==> config.mk <==
export PLATFORM = sky130hd
export DESIGN_NAME = cxa_crossbar
export DESIGN_NICKNAME = d
export VERILOG_FILES = /design/src/verilog/cxa_pkg.sv /design/src/verilog/cxa_crossbar.sv /design/src/verilog/cxa_fixed_prio.sv
export VERILOG_INCLUDE_DIRS = /design/src /design/src/verilog
export SDC_FILE = /design/constraint.sdc
export NUM_CORES = 1
export LEC_CHECK = 0
export ABC_CLOCK_PERIOD_IN_PS = 800
export BUFFER_PORTS_ARGS = -buffer_cell sky130_fd_sc_hd__buf_2
export CAP_MARGIN = 40
export CELL_PAD_IN_SITES_DETAIL_PLACEMENT = 0
export CELL_PAD_IN_SITES_GLOBAL_PLACEMENT = 2
export CORE_UTILIZATION = 17
export DETAILED_ROUTE_END_ITERATION = 10
export GPL_TIMING_DRIVEN = 0
export PLACE_DENSITY_LB_ADDON = 0.12
export RECOVER_POWER = 100
export SLEW_MARGIN = 20
export SYNTH_ARGS = -nofsm -noshare
export SYNTH_HDL_FRONTEND = slang
export SYNTH_SLANG_ARGS = --single-unit
==> constraint.sdc <==
create_clock -name ref_clk -period 0.8 [get_ports ref_clk]
set_input_delay 0.24 -clock ref_clk [delete_from_list [all_inputs] [get_ports ref_clk]]
set_output_delay 0.24 -clock ref_clk [all_outputs]
set_load 0.005 [all_outputs]
==> src/verilog/cxa_map.svh <==
// Constants for the crossbar and on-chip memory arbiter.
`ifndef CXA_MAP_SVH
`define CXA_MAP_SVH
// Crossbar target codes.
`define CXA_TGT_PERIPH 2'h0
`define CXA_TGT_MEM 2'h1
`define CXA_TGT_EXT 2'h2
`define CXA_TGT_W 2
// Master positions in priority order, highest first.
`define CXA_M_ACCEL 0
`define CXA_M_HOST 1
`define CXA_M_CORE 2
`define CXA_NUM_MASTERS 3
// Memory controller source ports.
`define CXA_SRC_SHARE 0
`define CXA_SRC_DATA_A 1
`define CXA_SRC_DATA_B 2
`define CXA_SRC_FETCH 3
`define CXA_NUM_SRC 4
`define CXA_MEM_MAX_GNT 3'h3
// Port widths of the memory controller.
`define CXA_SHARE_W 32
`define CXA_CORE_DATA_W 64
`define CXA_FETCH_W 256
// Unified map: RAM from zero, ROM right above it.
`define CXA_ADDR_W 20
`define CXA_RAM_BYTES 20'h40000
`define CXA_ROM_BYTES 20'h60000
`define CXA_MEM_TOP 21'h0A0000
`endif

==> src/verilog/cxa_pkg.sv <==
// Types shared by the crossbar arbiter files.
`default_nettype none
package cxa_pkg;
`include "cxa_map.svh"
	typedef logic [`CXA_TGT_W-1:0] cxa_tgt_t;
	typedef logic [`CXA_ADDR_W-1:0] cxa_addr_t;
	typedef logic [`CXA_SHARE_W-1:0] cxa_word_t;
	typedef logic [`CXA_NUM_SRC-1:0] cxa_src_t;
	typedef struct packed {
		logic accelGnt;
		logic hostGnt;
		logic coreGnt;
		logic hostErr;
		logic coreErr;
		cxa_src_t memGnt;
		cxa_src_t memRom;
		cxa_src_t memErr;
		cxa_word_t shareData;
	} cxa_state_s;
endpackage
`default_nettype wire
==> src/verilog/cxa_crossbar.sv <==
// Crossbar fixed-priority arbiter with on-chip memory port selector.
`timescale 1ns/1ps
`default_nettype none
`include "cxa_map.svh"
module cxa_crossbar (
	input wire logic ref_clk,
	input wire logic rstn,
	input wire logic accelReq,
	input wire cxa_pkg::cxa_tgt_t accelTgt,
	input wire cxa_pkg::cxa_addr_t accelAddr,
	input wire cxa_pkg::cxa_word_t accelWdata,
	input wire logic hostReq,
	input wire cxa_pkg::cxa_tgt_t hostTgt,
	input wire cxa_pkg::cxa_addr_t hostAddr,
	input wire cxa_pkg::cxa_word_t hostWdata,
	input wire logic coreReq,
	input wire cxa_pkg::cxa_tgt_t coreTgt,
	input wire logic dataAReq,
	input wire cxa_pkg::cxa_addr_t dataAAddr,
	input wire logic dataBReq,
	input wire cxa_pkg::cxa_addr_t dataBAddr,
	input wire logic fetchReq,
	input wire cxa_pkg::cxa_addr_t fetchAddr,
	output logic accelGnt,
	output logic hostGnt,
	output logic coreGnt,
	output logic hostRouteErr,
	output logic coreRouteErr,
	output cxa_pkg::cxa_src_t memGnt,
	output cxa_pkg::cxa_src_t memRom,
	output cxa_pkg::cxa_src_t memAddrErr,
	output cxa_pkg::cxa_word_t memShareWdata
);
	import cxa_pkg::*;

	cxa_state_s st_r;
	cxa_state_s st_nxt;
	logic [`CXA_NUM_MASTERS-1:0] reqPeriph;
	logic [`CXA_NUM_MASTERS-1:0] reqMem;
	logic [`CXA_NUM_MASTERS-1:0] reqExt;
	logic [`CXA_NUM_MASTERS-1:0] gntPeriph;
	logic [`CXA_NUM_MASTERS-1:0] gntMem;
	logic [`CXA_NUM_MASTERS-1:0] gntExt;
	cxa_src_t memReq;
	cxa_addr_t memAddr [`CXA_NUM_SRC];
	cxa_addr_t shareAddr;

	////////////////////////////////////////////////////////////////////////
	// Per-target request vectors, bit order equals priority order.
	// The host bit of the peripheral vector is tied off: no such path.
	always_comb begin
		reqPeriph[`CXA_M_ACCEL] = accelReq && accelTgt == `CXA_TGT_PERIPH;
		reqPeriph[`CXA_M_HOST] = 1'b0;
		reqPeriph[`CXA_M_CORE] = coreReq && coreTgt == `CXA_TGT_PERIPH;
		reqMem[`CXA_M_ACCEL] = accelReq && accelTgt == `CXA_TGT_MEM;
		reqMem[`CXA_M_HOST] = hostReq && hostTgt == `CXA_TGT_MEM;
		reqMem[`CXA_M_CORE] = 1'b0; // Core reaches memory on its own ports.
		reqExt[`CXA_M_ACCEL] = accelReq && accelTgt == `CXA_TGT_EXT;
		reqExt[`CXA_M_HOST] = hostReq && hostTgt == `CXA_TGT_EXT;
		reqExt[`CXA_M_CORE] = coreReq && coreTgt == `CXA_TGT_EXT;
	end

	// One independent picker per target lets different targets run at once.
	cxa_fixed_prio #(.N(`CXA_NUM_MASTERS)) uPrioPeriph (
		.req(reqPeriph),
		.gnt(gntPeriph)
	);
	cxa_fixed_prio #(.N(`CXA_NUM_MASTERS)) uPrioMem (
		.req(reqMem),
		.gnt(gntMem)
	);
	cxa_fixed_prio #(.N(`CXA_NUM_MASTERS)) uPrioExt (
		.req(reqExt),
		.gnt(gntExt)
	);

	////////////////////////////////////////////////////////////////////////
	// The shared 32-bit memory port carries whichever master won memory.
	assign shareAddr = gntMem[`CXA_M_ACCEL] ? accelAddr : hostAddr;
	always_comb begin
		memReq[`CXA_SRC_SHARE] = |gntMem;
		memReq[`CXA_SRC_DATA_A] = dataAReq;
		memReq[`CXA_SRC_DATA_B] = dataBReq;
		memReq[`CXA_SRC_FETCH] = fetchReq;
		memAddr[`CXA_SRC_SHARE] = shareAddr;
		memAddr[`CXA_SRC_DATA_A] = dataAAddr;
		memAddr[`CXA_SRC_DATA_B] = dataBAddr;
		memAddr[`CXA_SRC_FETCH] = fetchAddr;
	end

	////////////////////////////////////////////////////////////////////////
	// Next state. Memory sources are served in index order, so the shared
	// port (carrying the accelerator or the host) comes first and the fetch port last;
	// a missing request is counted as nothing, an out-of-map one as an error.
	always_comb begin
		logic [2:0] memCnt;
		memCnt = 3'h0;
		st_nxt = st_r;
		st_nxt.accelGnt = gntPeriph[`CXA_M_ACCEL] | gntMem[`CXA_M_ACCEL]
			| gntExt[`CXA_M_ACCEL];
		st_nxt.hostGnt = gntMem[`CXA_M_HOST] | gntExt[`CXA_M_HOST];
		st_nxt.coreGnt = gntPeriph[`CXA_M_CORE] | gntExt[`CXA_M_CORE];
		st_nxt.hostErr = hostReq && (hostTgt == `CXA_TGT_PERIPH
			|| hostTgt > `CXA_TGT_EXT);
		st_nxt.coreErr = coreReq && (coreTgt == `CXA_TGT_MEM
			|| coreTgt > `CXA_TGT_EXT);
		st_nxt.shareData = gntMem[`CXA_M_ACCEL] ? accelWdata : hostWdata;
		for (int i = 0; i < `CXA_NUM_SRC; i++) begin
			st_nxt.memGnt[i] = 1'b0;
			st_nxt.memErr[i] = 1'b0;
			st_nxt.memRom[i] = memAddr[i] >= `CXA_RAM_BYTES;
			if (memReq[i]) begin
				if ({1'b0, memAddr[i]} >= `CXA_MEM_TOP) begin
					st_nxt.memErr[i] = 1'b1;
				end else if (memCnt < `CXA_MEM_MAX_GNT) begin
					st_nxt.memGnt[i] = 1'b1;
					memCnt = memCnt + 3'h1;
				end
			end
		end
	end

	// Everything here sits on the core clock; the peripheral clock domain
	// is outside this block and reaches it through its own crossing.
	always_ff @(posedge ref_clk or negedge rstn) begin
		if (!rstn) begin
			st_r <= '0;
		end else begin
			st_r <= st_nxt;
		end
	end

	// Outputs straight from the state register.
	assign accelGnt = st_r.accelGnt;
	assign hostGnt = st_r.hostGnt;
	assign coreGnt = st_r.coreGnt;
	assign hostRouteErr = st_r.hostErr;
	assign coreRouteErr = st_r.coreErr;
	assign memGnt = st_r.memGnt;
	assign memRom = st_r.memRom;
	assign memAddrErr = st_r.memErr;
	assign memShareWdata = st_r.shareData;
endmodule
`default_nettype wire

==> src/verilog/cxa_fixed_prio.sv <==
// Fixed-priority one-hot picker; bit 0 has the highest priority.
`timescale 1ns/1ps
`default_nettype none
module cxa_fixed_prio #(
	parameter int N = 3
) (
	input wire logic [N-1:0] req,
	output logic [N-1:0] gnt
);
	// Walk from the top down so the lowest set index wins.
	always_comb begin
		gnt = '0;
		for (int i = N - 1; i >= 0; i--) begin
			if (req[i]) begin
				gnt = '0;
				gnt[i] = 1'b1;
			end
		end
	end
endmodule
`default_nettype wire

Yosys cells after proc, flatten, opt, wreduce, memory -nomap -nowiden
Index checks and enable logic that the tools add are counted.

Word-level logic and storage cells: 85. Bits of input ports: 178. Flip-flop bits (word level): 49. Output and inout bits: 49.

Bitwise gates (word level): 4. Multiplexer cells: 36. Equality and inequality tests: 6. Magnitude comparators: 13. Add/subtract/negate cells: 2. Reduce and logical (&&, ||, !) cells: 15.

Operators with widths (number): $ge 20x19->1 const B (4); $ge 20x20->1 const B (4); $mux 3 (11); $mux 32 (1); $mux 1 (21); $mux 20 (1); $logic_and 1x1->1 (9); $lt 3x2->1 const B (3); $add 3x1->3 const B (2); $eq 2x1->1 const B (3); $eq 2x2->1 const B (3); $logic_not 2->1 (3); $gt 2x2->1 const B (2); $mux 2 (2); $or 1x1->1 (4); $reduce_or 3->1 (1); $logic_or 1x1->1 (2).

Longest topological paths before layout
Depth after elaboration: 20. Mapped depth: 8. Depth with buffers taken out: 7.

Hierarchy
From an unflattened synthesis, not the netlist that was laid out.

Cell total of the unflattened synthesis: 139. Area, all modules: 2043.2 µm².

Modules (own cells, without submodules): cxa_crossbar (instances 1, cells each 130, seq. area each 1226.2 µm², area an instance 1964.4 µm²); cxa_fixed_prio (instances 3, cells each 3, seq. area each 0.0 µm², area an instance 26.3 µm²).

Worst setup path after synthesis
No wires, ideal clock.

Path type: input-to-reg. Start point: input port accelTgt[1]. End point: register st_r, in the netlist memGnt[3]. Path slack: -669 ps. Setup time: 82 ps. Cell stages on the path: 7. Arrival time: 1387 ps. Data required time: 718 ps. Path buffers: 2. Cells stage by stage: nand3b_4 -> buf_6 -> buf_8 -> o22ai_1 -> ha_1 -> a21o_1 -> a31oi_1.

RTL lines: start, declared (line cxa_crossbar.sv:9) `input wire cxa_pkg::cxa_tgt_t accelTgt,`; end signal, assigned (line cxa_crossbar.sv:129) `st_r <= st_nxt;`; end, declared (line cxa_crossbar.sv:36) `cxa_state_s st_r;`.

==> results.py <==
metrics = {
    "status": {
        "status": "complete, but fails checks",
        "violations": "negative setup slack",
    },
    "clocking": {
        "clockRootBuffer": "clkbuf_16",
        "clkTransAtPathRegs_ns": 0.07,
        "holdBufCountCts": 0,
        "cts_sinks": 49,
        "cts_htree_levels": 2,
        "cts_tree": "yes",
        "numCtsBuffers": 5,
        "clk_path_buf_depth": 2,
    },
    "layout": {
        "areaGrowthSynthToFinish_pct": 59.4,
        "diodes": 0,
        "fill_cells": 1152,
        "drive_gt1_share_pct": 70.1,
        "post-route-util_pct": 28.3,
        "mostFrequentLayoutCell": "buf_2",
        "final_cell_mix": "138 x buf_2, 49 x dfrtp_1, 18 x mux2_2",
        "fin_nets": 464,
    },
    "floorplanning": {
        "initial_core_util_pct": 17.8,
        "die-height_um": 110,
        "die_w_um": 110,
        "io_pins": 227,
        "coreArea_um2": 11100,
        "rows": 38,
        "die_area_um2": 12000,
    },
    "logic_synthesis": {
        "seq_area_frac_synth_pct": 62.3,
        "synthCells": 130,
        "ys_types": 26,
        "synth_top_area_share_pct": 62.3,
        "synth_area_leaders": "dfrtp_1 62%, mux2_4 11%, mux2_2 10%",
        "yosys_warnings": 0,
        "ys_ff_latch": 49,
        "synth_fp_nets": 311,
        "synth.avg_cell_area_um2": 15.1,
        "yosysTopAreaCell": "dfrtp_1",
        "synthesis.area_um2": 1970,
    },
    "grt": {
        "grt_start_max_net_pins": 50,
        "grt.busiest_layer": "met2",
        "grt_antenna_before_repair": 0,
        "grt_pass1_wl_um": 8490,
        "met1_usage_pct": 11.2,
        "grt_overflow": 0,
        "grt_pass1_vias": 1636,
        "grt_use_met2_pct": 15.4,
        "grt.met3_usage_pct": 4.56,
        "grt_use_total_pct": 9.79,
    },
    "critical_path": {
        "cp-start-kind": "input port",
        "timing.critical_path.fanout_max": 3,
        "path_depth": 8,
        "cp_slowest_stage_delay_ns": 0.23,
        "cp_slowest_cell": "ha_4",
        "path_common_cell": "buf_12",
        "cp.required_ns": 1.02,
        "critPathBufInv": 3,
        "critical_path_class": "in2reg",
        "worstSetupEndpointType": "flip-flop",
        "crit_family": "compound AO/OA/AOI/OAI gates",
        "path_cells": "buf_8 -> nand3b_4 -> buf_12 -> buf_12 -> o22ai_4 -> ha_4 -> a21o_1 -> a31oi_1",
        "arrival_ns": 1.44,
    },
    "timing": {
        "tns_ns": -17.59,
        "final.setup.worst_slack_ns": -0.426,
        "rsz0062_at_grt": "yes",
        "tightest_slew_ns": 0.712,
        "final_hold_viol_count": 0,
        "slew_viol_final": 0,
        "period_share_pct": 153,
        "final-setup-viol-count": 86,
        "min_period_ns": 1.23,
        "slew_headroom_pct": 52.5,
        "fmax_mhz": 815,
    },
    "detailed_routing": {
        "drc_errors": 0,
        "vias_per_cell": 3.73,
        "drt-pass1-iter-count": 3,
        "dr_total_vias": 1583,
        "drt_iter0_drc": 33,
        "ant_nets": 0,
        "wire_per_inst_um": 13.2,
        "wirelength_um": 5590,
    },
    "power": {
        "power_density_nw_per_um2": 1810,
        "ir_drop_mv": 0.586,
        "p_leak_nw": 1.64,
    },
    "hold_path": {
        "hold_path.class": "in2async",
    },
    "placed_design": {
        "port_buffers": 141,
        "place.gp.congestion": 0.660,
        "dp_hpwl_um": 4190,
    },
    "job": {
        "drv_cap": 0,
    },
}
[final timing paths]
kind,start,to,slack [ns]
max,accelTgt[1],memGnt[3],-0.43
min,rstn,memShareWdata[12],0.02
max in group asynchronous,rstn,memShareWdata[14],0.31
min in group ref_clk,dataBAddr[18],memRom[2],0.14
[cell type report]
class,instances,area (um2),area share [%]
buffer,3,60.1,1.91
timing repair buffer,147,787,25.1
clock buffer,7,133,4.22
tap,140,175,5.58
clock inverter,1,7.51,0.239
sequential,49,1230,39.1
multi-input combinational,71,728,23.2
inverter,6,22.5,0.717
[metrics by stage]
stage / total power [W] / hold slack (ns) / area, um2 / setup WS [ns] / std cells
detailed placement: 0.00355 / 0.334 / 2860 / -0.923 / 411
global route: 0.00600 / 0.0900 / 3140 / -0.505 / 424
CTS: 0.00581 / 0.0120 / 3100 / -0.422 / 423
global placement: 0.00355 / 0.445 / 2860 / -0.923 / 411
finish: 0.00567 / 0.0247 / 3140 / -0.426 / 424
floorplan: 0.00304 / -0.0556 / 1980 / -0.614 / 130
[cell families (layout without fill, tap and decap cells)]
family	count (synthesis)	after routing	synth area share (%)
XOR/XNOR	1	1	0.445
flip-flops	49	49	62.3
AO/OA/AOI/OAI	13	13	3.94
adder cells (fa/ha/maj)	3	3	1.91
multiplexers	33	33	21.7
buffers and inverters	10	164	3.30
AND/OR/NAND/NOR	21	21	6.42
[synth_stat cells, drive strengths merged]
library cell / instances
or2: 3
nor2: 5
nor3: 1
ha: 3
a21oi: 2
dfrtp: 49
a21o: 1
buf: 4
o21a: 1
and2: 3
nand3b: 2
inv: 6
nand2: 4
mux2: 33
o21ai: 4
a21boi: 1
nor3b: 1
a31oi: 3
o22ai: 1
nand3: 1
xnor2: 1
nor4bb: 1
[registers in the layout, indices dropped and copies added, names as in the netlist]
| register | cells |
|---|---|
| coreGnt | 1 |
| memShareWdata | 32 |
| hostGnt | 1 |
| memGnt | 4 |
| hostRouteErr | 1 |
| memAddrErr | 4 |
| memRom | 4 |
| coreRouteErr | 1 |
| accelGnt | 1 |
[where the power goes]
| part | leakage [nW] | internal, W | switching (W) |
|---|---|---|---|
| Sequential | 0.583 | 0.00264 | 0.0000341 |
| Combinational | 0.994 | 0.000514 | 0.000359 |
| Clock | 0.0641 | 0.00116 | 0.000961 |
| Total | 1.64 | 0.00431 | 0.00135 |
[routing by layer]
metal  wire, um  vias up
met5          0        -
li1           -      746
met1       2260      734
met3        713        8
met4        106        0
met2       2520       95
[what timing repair did]
item                       in CTS  in global routing
buffers inserted                5                  2
pin swaps                       5                  1
gates resized for setup        13                  7
setup endpoints to repair      87                 86
Note: power is estimated with default switching activity, not from simulation.
